[config.mk]
export PLATFORM = sky130hd
export DESIGN_NAME = shx_unit
export DESIGN_NICKNAME = d
export VERILOG_FILES = /design/src/design/shx_pkg.sv /design/src/design/shx_rotmask.sv /design/src/design/shx_unit.sv
export SDC_FILE = /design/constraint.sdc
export NUM_CORES = 1
export LEC_CHECK = 0
export ABC_AREA = 1
export BUFFER_PORTS_ARGS = -buffer_cell sky130_fd_sc_hd__buf_2
export CAP_MARGIN = 20
export CORE_MARGIN = 1
export CORE_UTILIZATION = 50
export CTS_BUF_LIST = sky130_fd_sc_hd__clkbuf_4
export DETAILED_ROUTE_END_ITERATION = 7
export GPL_TIMING_DRIVEN = 0
export PLACE_DENSITY = 0.68
export REMOVE_ABC_BUFFERS = 1
export SYNTH_ARGS = -nofsm -noshare
export SYNTH_HDL_FRONTEND = slang
export SYNTH_SLANG_ARGS = --single-unit
[constraint.sdc]
create_clock -name core_clk -period 8.3 [get_ports core_clk]
set_clock_uncertainty 0.05 [all_clocks]
set_input_delay 1.66 -clock core_clk [delete_from_list [all_inputs] [get_ports core_clk]]
set_output_delay 1.66 -clock core_clk [all_outputs]
set_load 0.01 [all_outputs]
[src/design/shx_pkg.sv]
// Package: register map, command fields and encodings of the shift-with-extension datapath
package shx_pkg;

	// ==========================================================
	// Datapath geometry
	localparam int SHX_W = 32;
	localparam int SHX_CNT_W = 5;

	// ==========================================================
	// Register byte offsets (haddr[7:0])
	localparam logic [7:0] SHX_OFS_SOURCE = 8'h00;
	localparam logic [7:0] SHX_OFS_AMOUNT = 8'h04;
	localparam logic [7:0] SHX_OFS_EXT = 8'h08;
	localparam logic [7:0] SHX_OFS_CMD = 8'h0c;
	localparam logic [7:0] SHX_OFS_DEST = 8'h10;
	localparam logic [7:0] SHX_OFS_COND = 8'h14;
	localparam logic [7:0] SHX_OFS_STATUS = 8'h18;
	localparam int SHX_DEC_W = 8;

	// ==========================================================
	// Command word fields
	localparam int SHX_CMD_OP_LSB = 0;
	localparam int SHX_CMD_OP_W = 3;
	localparam int SHX_CMD_CNT_LSB = 3;
	localparam int SHX_CMD_REC_BIT = 8;
	localparam int SHX_CMD_SO_BIT = 9;
	localparam int SHX_CMD_W = 10;

	// Amount word fields: big-endian bits 27-31 and 26
	localparam int SHX_AMT_CNT_LSB = 0;
	localparam int SHX_AMT_SEL_BIT = 5;

	// Condition field layout: {lt, gt, eq, so}
	localparam int SHX_COND_W = 4;
	localparam int SHX_COND_LT = 3;
	localparam int SHX_COND_GT = 2;
	localparam int SHX_COND_EQ = 1;
	localparam int SHX_COND_SO = 0;

	// Status word fields
	localparam int SHX_STAT_BAD_BIT = 0;
	localparam int SHX_STAT_CNT_LSB = 16;
	localparam int SHX_STAT_CNT_W = 16;

	// ==========================================================
	// Reset values
	localparam logic [31:0] SHX_RST_WORD = 32'h0000_0000;
	localparam logic [3:0] SHX_RST_COND = 4'h0;
	localparam logic [15:0] SHX_RST_OPS = 16'h0000;

	// Read access: cycles of wait state inserted per read
	localparam int SHX_READ_WAIT = 1;

	// ==========================================================
	// Operation codes carried in the command word
	typedef enum logic [2:0] {
		SHX_OP_SHL_IMM = 3'h0,
		SHX_OP_SHR_IMM = 3'h1,
		SHX_OP_SHL_LONG_IMM = 3'h2,
		SHX_OP_SHR_LONG_IMM = 3'h3,
		SHX_OP_SHL_LONG_REG = 3'h4
	} shx_op_t;

	// AHB-Lite transfer codes and response
	localparam logic [1:0] SHX_HTRANS_NONSEQ = 2'h2;
	localparam logic SHX_HRESP_OKAY = 1'b0;

endpackage

[src/design/shx_rotmask.sv]
// Rotator and mask generator for one shift count
`timescale 1ns/1ps
`default_nettype none
module shx_rotmask #(
	parameter int W = 32,
	parameter int CW = 5
) (
	input wire logic [W-1:0] word,
	input wire logic [CW-1:0] amount,
	input wire logic dir_right,
	output logic [W-1:0] rot,
	output logic [W-1:0] mask_left,
	output logic [W-1:0] mask_right
);

	// ==========================================================
	// Elaboration check
	initial begin
		if ((1 << CW) != W)
			$error("shx_rotmask: W must equal 2**CW");
	end

	logic [2*W-1:0] dbl_left;
	logic [2*W-1:0] dbl_right;

	// Doubled word turns a shift into a rotate; right by n equals left by W-n
	always_comb begin
		dbl_left = {word, word} << amount;
		dbl_right = {word, word} >> amount;
		rot = dir_right ? dbl_right[W-1:0] : dbl_left[2*W-1:W];
	end

	// Ones then n zeros, and n zeros then ones, high bit first
	assign mask_left = {W{1'b1}} << amount;
	assign mask_right = {W{1'b1}} >> amount;

endmodule // shx_rotmask
`default_nettype wire

[src/design/shx_unit.sv]
// Shift-with-extension datapath slice behind an AHB-Lite register slave
`timescale 1ns/1ps
`default_nettype none
// Operation
// - Left immediate: rotate left, extension gets rotated
// - Left immediate: destination is rotated AND left mask
// - Right immediate: rotate left 32-n into extension
// - Right immediate: destination is rotated AND right mask
// - Long left immediate: merge rotated with extension
// - Long left immediate: destination merged, extension rotated
// - Long right immediate: merge, destination, extension rotated
// - Register long left: count from amount bits 27-31
// - Amount bit 26 zero: left mask merge
// - Amount bit 26 one: zeros merged, inverse mask
// - Condition field changes only on recording forms
// - Recording sets condition from destination value
// - Register long left keeps extension unchanged
module shx_unit
#(
	parameter int W = shx_pkg::SHX_W,
	parameter int CW = shx_pkg::SHX_CNT_W
) (
	input wire logic core_clk,
	input wire logic rst,
	input wire logic hsel,
	input wire logic [31:0] haddr,
	input wire logic [1:0] htrans,
	input wire logic hwrite,
	input wire logic [2:0] hsize,
	input wire logic [31:0] hwdata,
	input wire logic hready,
	output logic hreadyout,
	output logic hresp,
	output logic [31:0] hrdata
);
	import shx_pkg::*;

	// ==========================================================
	// Elaboration check: fields and bus word are fixed at 32 bits
	initial begin
		if (W != SHX_W || CW != SHX_CNT_W)
			$error("shx_unit: only a 32-bit datapath with 5-bit count is supported");
	end

	// ==========================================================
	// Architectural state
	logic [W-1:0] source_gpr, amount_gpr;
	logic [W-1:0] extension_word_register;
	logic [W-1:0] destination_gpr;
	logic [SHX_COND_W-1:0] first_condition_field;
	logic [SHX_CMD_W-1:0] last_cmd;
	logic bad_cmd;
	logic [SHX_STAT_CNT_W-1:0] ops_done;

	// Bus pipeline state
	logic dp_write, dp_read;
	logic [SHX_DEC_W-1:0] dp_addr;
	logic read_wait;

	// Execute path
	logic exec;
	shx_op_t op;
	logic [CW-1:0] immediate_shift_count;
	logic [CW-1:0] shift_n;
	logic amount_sel;
	logic record, so_in;
	logic dir_right;
	logic [W-1:0] rot, mask_left, mask_right;
	logic [W-1:0] next_dest, next_ext;
	logic next_bad;
	logic [SHX_COND_W-1:0] next_cond;
	logic [31:0] next_rdata;

	// ==========================================================
	// Mask-controlled merge
	function automatic logic [W-1:0] shx_merge(
		input logic [W-1:0] cand,
		input logic [W-1:0] ext,
		input logic [W-1:0] mask
	);
		shx_merge = (cand & mask) | (ext & ~mask);
	endfunction

	// ==========================================================
	// AHB-Lite address phase capture
	always_ff @(posedge core_clk or posedge rst) begin
		if (rst) begin
			dp_write <= 1'b0;
			dp_read <= 1'b0;
			dp_addr <= '0;
		end else if (hready) begin
			dp_write <= hsel && htrans == SHX_HTRANS_NONSEQ && hwrite;
			dp_read <= hsel && htrans == SHX_HTRANS_NONSEQ && !hwrite;
			dp_addr <= haddr[SHX_DEC_W-1:0];
		end
	end

	// One wait state on reads so a write just ahead is always seen
	always_ff @(posedge core_clk or posedge rst) begin
		if (rst) begin
			read_wait <= 1'b0;
		end else begin
			read_wait <= dp_read && !read_wait;
		end
	end

	assign hreadyout = !(dp_read && !read_wait);
	assign hresp = SHX_HRESP_OKAY;

	// ==========================================================
	// Command decode: a write to the command word runs one operation
	assign exec = dp_write && dp_addr == SHX_OFS_CMD;
	assign op = shx_op_t'(hwdata[SHX_CMD_OP_LSB +: SHX_CMD_OP_W]);
	assign immediate_shift_count = hwdata[SHX_CMD_CNT_LSB +: CW];
	assign record = hwdata[SHX_CMD_REC_BIT];
	assign so_in = hwdata[SHX_CMD_SO_BIT];
	assign amount_sel = amount_gpr[SHX_AMT_SEL_BIT];

	// Count source: register form reads the amount word instead
	assign shift_n = (op == SHX_OP_SHL_LONG_REG) ?
		amount_gpr[SHX_AMT_CNT_LSB +: CW] : immediate_shift_count;
	assign dir_right = op == SHX_OP_SHR_IMM || op == SHX_OP_SHR_LONG_IMM;

	shx_rotmask #(
		.W(W),
		.CW(CW)
	) u_rotmask (
		.word(source_gpr),
		.amount(shift_n),
		.dir_right(dir_right),
		.rot(rot),
		.mask_left(mask_left),
		.mask_right(mask_right)
	);

	// ==========================================================
	// Result select per operation
	always_comb begin
		next_dest = destination_gpr;
		next_ext = extension_word_register;
		next_bad = 1'b0;
		case (op)
			SHX_OP_SHL_IMM: begin
				next_dest = rot & mask_left;
				next_ext = rot;
			end
			SHX_OP_SHR_IMM: begin
				next_dest = rot & mask_right;
				next_ext = rot;
			end
			SHX_OP_SHL_LONG_IMM: begin
				next_dest = shx_merge(rot, extension_word_register, mask_left);
				next_ext = rot;
			end
			SHX_OP_SHR_LONG_IMM: begin
				next_dest = shx_merge(rot, extension_word_register, mask_right);
				next_ext = rot;
			end
			SHX_OP_SHL_LONG_REG: begin
				if (!amount_sel) begin
					next_dest = shx_merge(rot, extension_word_register, mask_left);
				end else begin
					next_dest = shx_merge('0, extension_word_register, ~mask_left);
				end
				next_ext = extension_word_register;
			end
			default: begin
				next_bad = 1'b1;
			end
		endcase
	end

	// Signed compare of the new destination value
	always_comb begin
		next_cond[SHX_COND_LT] = next_dest[W-1];
		next_cond[SHX_COND_GT] = !next_dest[W-1] && next_dest != '0;
		next_cond[SHX_COND_EQ] = next_dest == '0;
		next_cond[SHX_COND_SO] = so_in;
	end

	// ==========================================================
	// Operand registers, written by software only
	always_ff @(posedge core_clk or posedge rst) begin
		if (rst) begin
			source_gpr <= SHX_RST_WORD;
			amount_gpr <= SHX_RST_WORD;
		end else if (dp_write) begin
			if (dp_addr == SHX_OFS_SOURCE)
				source_gpr <= hwdata;
			if (dp_addr == SHX_OFS_AMOUNT)
				amount_gpr <= hwdata;
		end
	end

	// Extension word: software load, or the executing operation
	always_ff @(posedge core_clk or posedge rst) begin
		if (rst) begin
			extension_word_register <= SHX_RST_WORD;
		end else if (dp_write && dp_addr == SHX_OFS_EXT) begin
			extension_word_register <= hwdata;
		end else if (exec) begin
			extension_word_register <= next_ext;
		end
	end

	// Destination result
	always_ff @(posedge core_clk or posedge rst) begin
		if (rst) begin
			destination_gpr <= SHX_RST_WORD;
		end else if (exec) begin
			destination_gpr <= next_dest;
		end
	end

	// Condition field: untouched by non-recording forms and bad codes
	always_ff @(posedge core_clk or posedge rst) begin
		if (rst) begin
			first_condition_field <= SHX_RST_COND;
		end else if (exec && record && !next_bad) begin
			first_condition_field <= next_cond;
		end
	end

	// Command echo, bad-code flag and operation counter
	always_ff @(posedge core_clk or posedge rst) begin
		if (rst) begin
			last_cmd <= '0;
			bad_cmd <= 1'b0;
			ops_done <= SHX_RST_OPS;
		end else if (exec) begin
			last_cmd <= hwdata[SHX_CMD_W-1:0];
			bad_cmd <= next_bad;
			if (!next_bad)
				ops_done <= ops_done + 1'b1;
		end
	end

	// ==========================================================
	// Read mux; unmapped offsets read as zero
	always_comb begin
		next_rdata = '0;
		case (dp_addr)
			SHX_OFS_SOURCE: next_rdata = source_gpr;
			SHX_OFS_AMOUNT: next_rdata = amount_gpr;
			SHX_OFS_EXT: next_rdata = extension_word_register;
			SHX_OFS_CMD: next_rdata[SHX_CMD_W-1:0] = last_cmd;
			SHX_OFS_DEST: next_rdata = destination_gpr;
			SHX_OFS_COND: next_rdata[SHX_COND_W-1:0] = first_condition_field;
			SHX_OFS_STATUS: begin
				next_rdata[SHX_STAT_BAD_BIT] = bad_cmd;
				next_rdata[SHX_STAT_CNT_LSB +: SHX_STAT_CNT_W] = ops_done;
			end
			default: next_rdata = '0;
		endcase
	end

	// Read data loaded in the wait cycle, held until the next read
	always_ff @(posedge core_clk or posedge rst) begin
		if (rst) begin
			hrdata <= '0;
		end else if (dp_read && !read_wait) begin
			hrdata <= next_rdata;
		end
	end

	// ==========================================================
	// Reference model helpers, read only by the checks below
	logic [W-1:0] ref_rotl, ref_rotr, ref_lmask, ref_rmask;
	logic [5:0] ref_inv;
	logic ex_shl, ex_shr, ex_shll, ex_shrl, ex_reg;

	assign ref_inv = 6'd32 - {1'b0, shift_n};
	assign ref_rotl = (source_gpr << shift_n) | (source_gpr >> ref_inv);
	assign ref_rotr = (source_gpr << ref_inv) | (source_gpr >> shift_n);
	assign ref_lmask = ~((32'h0000_0001 << shift_n) - 32'h0000_0001);
	assign ref_rmask = {<<{ref_lmask}}; // Mirrored left mask, built apart from the rotator
	assign ex_shl = exec && op == SHX_OP_SHL_IMM;
	assign ex_shr = exec && op == SHX_OP_SHR_IMM;
	assign ex_shll = exec && op == SHX_OP_SHL_LONG_IMM;
	assign ex_shrl = exec && op == SHX_OP_SHR_LONG_IMM;
	assign ex_reg = exec && op == SHX_OP_SHL_LONG_REG;

	// ==========================================================
	// Checks
	property p_shl_ext;
		@(posedge core_clk) disable iff (rst)
		ex_shl |=> extension_word_register == $past(ref_rotl);
	endproperty
	a_shl_ext: assert property (p_shl_ext) else $error("left form extension wrong");

	property p_shl_dest;
		@(posedge core_clk) disable iff (rst)
		ex_shl |=> destination_gpr == ($past(ref_rotl) & $past(ref_lmask));
	endproperty
	a_shl_dest: assert property (p_shl_dest) else $error("left form result wrong");

	property p_shr_ext;
		@(posedge core_clk) disable iff (rst)
		ex_shr |=> extension_word_register == $past(ref_rotr);
	endproperty
	a_shr_ext: assert property (p_shr_ext) else $error("right form extension wrong");

	property p_shr_dest;
		@(posedge core_clk) disable iff (rst)
		ex_shr |=> destination_gpr == ($past(ref_rotr) & $past(ref_rmask));
	endproperty
	a_shr_dest: assert property (p_shr_dest) else $error("right form result wrong");

	property p_shll;
		@(posedge core_clk) disable iff (rst)
		ex_shll |=> destination_gpr == (($past(ref_rotl) & $past(ref_lmask)) |
			($past(extension_word_register) & ~$past(ref_lmask))) &&
			extension_word_register == $past(ref_rotl);
	endproperty
	a_shll: assert property (p_shll) else $error("long left immediate wrong");

	property p_shrl;
		@(posedge core_clk) disable iff (rst)
		ex_shrl |=> destination_gpr == (($past(ref_rotr) & $past(ref_rmask)) |
			($past(extension_word_register) & ~$past(ref_rmask))) &&
			extension_word_register == $past(ref_rotr);
	endproperty
	a_shrl: assert property (p_shrl) else $error("long right immediate wrong");

	property p_reg_sel0;
		@(posedge core_clk) disable iff (rst)
		ex_reg && !amount_sel |=> destination_gpr == (($past(ref_rotl) & $past(ref_lmask)) |
			($past(extension_word_register) & ~$past(ref_lmask)));
	endproperty
	a_reg_sel0: assert property (p_reg_sel0) else $error("register form merge wrong");

	property p_reg_sel1;
		@(posedge core_clk) disable iff (rst)
		ex_reg && amount_sel |=>
			destination_gpr == ($past(extension_word_register) & $past(ref_lmask));
	endproperty
	a_reg_sel1: assert property (p_reg_sel1) else $error("register form zero merge wrong");

	property p_reg_ext;
		@(posedge core_clk) disable iff (rst)
		ex_reg |=> $stable(extension_word_register);
	endproperty
	a_reg_ext: assert property (p_reg_ext) else $error("register form altered extension");

	property p_norec;
		@(posedge core_clk) disable iff (rst)
		exec && !record |=> $stable(first_condition_field);
	endproperty
	a_norec: assert property (p_norec) else $error("condition changed without record");

	property p_rec;
		@(posedge core_clk) disable iff (rst)
		exec && record && !next_bad |=>
			first_condition_field[SHX_COND_EQ] == (destination_gpr == 32'h0000_0000) &&
			first_condition_field[SHX_COND_LT] == destination_gpr[31];
	endproperty
	a_rec: assert property (p_rec) else $error("condition not from result");

	property p_read_wait;
		@(posedge core_clk) disable iff (rst)
		hready && hsel && htrans == SHX_HTRANS_NONSEQ && !hwrite |=>
			!hreadyout ##1 hreadyout;
	endproperty
	a_read_wait: assert property (p_read_wait) else $error("read wait state wrong");

endmodule // shx_unit
`default_nettype wire

==> results.sh <==
export IMPL_wl_per_cell_um=23.2
export IMPL_ys_seq_elements=202
export IMPL_setup_violations=0
export IMPL_end_kind="flop"
export IMPL_cts_setup_buffers=0
export IMPL_ctsRootBufferMaster="clkbuf_4"
export IMPL_hold_buffers=0
export IMPL_met2WireLength_um=26900
export IMPL_status="finished with violations"
export IMPL_cts_buffers=54
export IMPL_overflow=0
export IMPL_drt_met1_wl_um=26700
export IMPL_grtUsageTotal_pct=42.5
export IMPL_grt_pass1_vias=16700
export IMPL_dp_hpwl_um=48900
export IMPL_ir_drop_mv=0.133
export IMPL_dr_wl_met3_um=8230
export IMPL_max_stage_delay_ns=0.74
export IMPL_grt_pass1_wl_um=99500
export IMPL_synth_top_cells_by_count="nand3_1 (705), nand2_1 (558), inv_1 (221)"
export IMPL_ctsResizeCount=0
export IMPL_yosys_top_cells_area="dfrtp_1 (33%), nand3_1 (23%), nand2_1 (14%)"
export IMPL_ys_seq_area_share_pct=33.1
export IMPL_firstDrtPassIters=8
export IMPL_pwr_share_comb_pct=28.9
export IMPL_synth_cell_types=47
export IMPL_synth_edf_count=0
export IMPL_clkTransAtPathRegs_ns=0.07
export IMPL_yosysMostFrequentCell="nand3_1"
export IMPL_max_cap_violations=0
export IMPL_syn_avg_cell_area_um2=6.42
export IMPL_die_x_um=177
export IMPL_cts_tree="built"
export IMPL_yosys_most_used_dff="dfrtp_1"
export IMPL_ff2ff_setup_slack_ns=3.52
export IMPL_grt_max_degree=104
export IMPL_fin_crit_ns=5.94
export IMPL_routabilityCongestion=1.01
export IMPL_routed_wl_um=66000
export IMPL_arrival_ns=6.55
export IMPL_path_max_fanout=30
export IMPL_yosysWarningCount=0
export IMPL_antenna_found_initial=2
export IMPL_async_reset_ff_share_pct=100
export IMPL_clk_path_buf_depth=3
export IMPL_cpMostUsedCell="nand3_1"
export IMPL_areaGrowthSynthToFinish_pct=10.7
export IMPL_finalNetCount=2482
export IMPL_p_leak_nw=8.49
export IMPL_die_area_um2=31300
export IMPL_fp_dieH_um=177
export IMPL_worstSetupPathType="input port to flop"
export IMPL_pwr_share_clk_pct=31.5
export IMPL_drtAntennaViolNets=0
export IMPL_crit_path_start_kind="input port"
export IMPL_rsz0062_at_grt="false"
export IMPL_violations="design-rule violations"
export IMPL_netSwitchingFraction_pct=38.2
export IMPL_dpl_cell_area_um2=16200
export IMPL_drc=11
export IMPL_layout_drive_gt1_share_pct=9.74
export IMPL_cp_required_ns=8.91
export IMPL_synth_top_cell_by_area="dfrtp_1"
export IMPL_yosysTopAreaCellShare_pct=33.1
export IMPL_num_rows=63
export IMPL_design_area_um2=16900
export IMPL_core_area_um2=29900
export IMPL_slowest_stage="nand2_2"
export IMPL_hp_class="flop to flop"
export IMPL_power_density_nw_per_um2=169
export IMPL_slew_headroom_pct=25.0
export IMPL_ioPinCount=108
export IMPL_clock_sinks=202
export IMPL_vias_per_cell=6.38
export IMPL_p_seq_share_pct=39.7
export IMPL_dr_max_layer_used="met4"
export IMPL_fmax_mhz=168
export IMPL_p_sw_mw=1.09
export IMPL_fin_util_pct=56.6
export IMPL_post_route_period_util_pct=71.5
export IMPL_synth_area_um2=15300
export IMPL_cts_max_level=2
export IMPL_slew_violations=0
export IMPL_worstPathCellList="buf_2 -> nor2_8 -> nand2_2 -> nand2_1 -> nand2_1 -> buf_8 -> nand2_1 -> nand3_1 -> nand3_1 -> nand3_1 -> nand3_1 -> nand3_1 -> o21ai_1 -> nand2_1 -> nand3_1 -> nand3_1 -> nand3b_1 -> nor2_1 -> nand3_1 -> nor2_1 -> nand2_1 -> nand2_1"
export IMPL_drt_iter0_drc=2637
export IMPL_finalHoldViolations=0
export IMPL_synthCells=2380
export IMPL_vias=18100
export IMPL_tightest_slew_ns=1.12
export IMPL_start_util_pct=51.2
export IMPL_internal_power_mw=1.76
export IMPL_io_buffers=79
export IMPL_clk_insertion_delay_late_ns=0.74
==> final cells by class <==
| class | instances | area [µm²] |
|---|---|---|
| Tap cell | 390 | 488 |
| Sequential cell | 202 | 5050 |
| Timing Repair Buffer | 111 | 1060 |
| Multi-Input combinational cell | 1801 | 8750 |
| Fill cell | 2974 | 13000 |
| Clock inverter | 17 | 98.8 |
| Inverter | 237 | 897 |
| Clock buffer | 75 | 563 |
| Antenna cell | 4 | 10.0 |
==> critical path: cells and delay by family <==
family / cells / cell delay, ns
buffers and inverters: 2 / 0.58
AND/OR/NAND/NOR: 19 / 3.98
AO/OA/AOI/OAI: 1 / 0.30
==> power by group through the flow <==
stage | Clock (mW) | Combinational [mW] | Sequential (mW)
2_1_floorplan | 0 | 0.491 | 1.14
3_3_place_gp | 0 | 0.758 | 1.14
3_5_place_dp | 0 | 0.794 | 1.15
4_1_cts | 0.898 | 0.798 | 1.13
5_1_grt | 0.952 | 0.897 | 1.14
6_report | 0.898 | 0.823 | 1.13
==> cells in the final DEF (no fill, tap or decap), types with 3 or more instances in the layout <==
cell type	count
a211oi_1	12
a21oi_1	59
a221oi_1	19
a22o_1	3
a31oi_1	7
buf_12	14
buf_16	10
buf_2	79
buf_8	5
clkbuf_4	75
clkinv_1	15
clkinv_2	4
dfrtp_1	202
diode_2	4
inv_1	220
inv_2	12
mux2_2	3
nand2_1	556
nand2_2	3
nand3_1	705
nand3b_1	7
nand4_1	7
nor2_1	108
nor2_2	7
nor2_4	3
nor3_1	6
o2111ai_1	5
o211ai_1	10
o21ai_0	167
o21ai_1	13
o21ai_4	5
o221ai_1	24
o22ai_1	31
o31ai_1	6
or2_2	5
xor2_1	13
==> state kept, by name, summed over array words and instances, names as in the netlist <==
signal and cells:
source_gpr 32, dp_addr 8, read_wait 1, ops_done 16
extension_word_register 32, destination_gpr 32, amount_gpr 32, bad_cmd 1
last_cmd 10, hrdata 32, first_condition_field 4, dp_read 1
dp_write 1
==> path summary, 6_finish.rpt <==
kind | from | to | cells after the start
min | ops_done[8] | ops_done[8] | 1
max | hwdata[1] | first_condition_field[1] | 22
min reg2reg | ops_done[8] | ops_done[8] | 1
max in group asynchronous | rst | destination_gpr[10] | 3
min in group asynchronous | rst | hrdata[1] | 2
max reg2reg | dp_addr[1] | extension_word_register[31] | 14
==> cell families (layout without fill, tap and decap cells) <==
kind of cell / Yosys count / count (layout) / share of synthesized area (%)
and+or+nand+nor: 1414 / 1414 / 41.3
buffers and inverters: 377 / 440 / 10.0
AOI/OAI and AO/OA: 368 / 368 / 14.5
DFF: 202 / 202 / 33.1
xor gates and xnor gates: 14 / 14 / 0.802
muxes: 3 / 3 / 0.221
adders and majority gates: 1 / 1 / 0.0818
other: 1 / 5 / 0.0245
==> routing by layer <==
| layer | GRT usage (%) | up-vias |
|---|---|---|
| li1 | - | 8224 |
| met1 | 57.7 | 8502 |
| met2 | 60.5 | 1180 |
| met3 | 11.0 | 204 |
| met4 | 25.0 | 0 |
| met5 | 0 | - |
==> per-stage QoR <==
| stage | setup WS [ns] | TNS (ns) | hold WS [ns] | instances | power [mW] |
|---|---|---|---|---|---|
| 6_report | 2.36 | 0 | 0.427 | 2837 | 2.85 |
| 5_1_grt | 2.18 | 0 | 0.435 | 2834 | 2.99 |
| 4_1_cts | 2.60 | 0 | 0.426 | 2832 | 2.82 |
| 2_1_floorplan | 1.08 | 0 | 0.392 | 2240 | 1.63 |
| 3_3_place_gp | -2.95 | -345.68 | 0.409 | 2709 | 1.90 |
| 3_5_place_dp | 1.86 | 0 | 0.410 | 2740 | 1.94 |
Power figures use the tool's default switching activity.
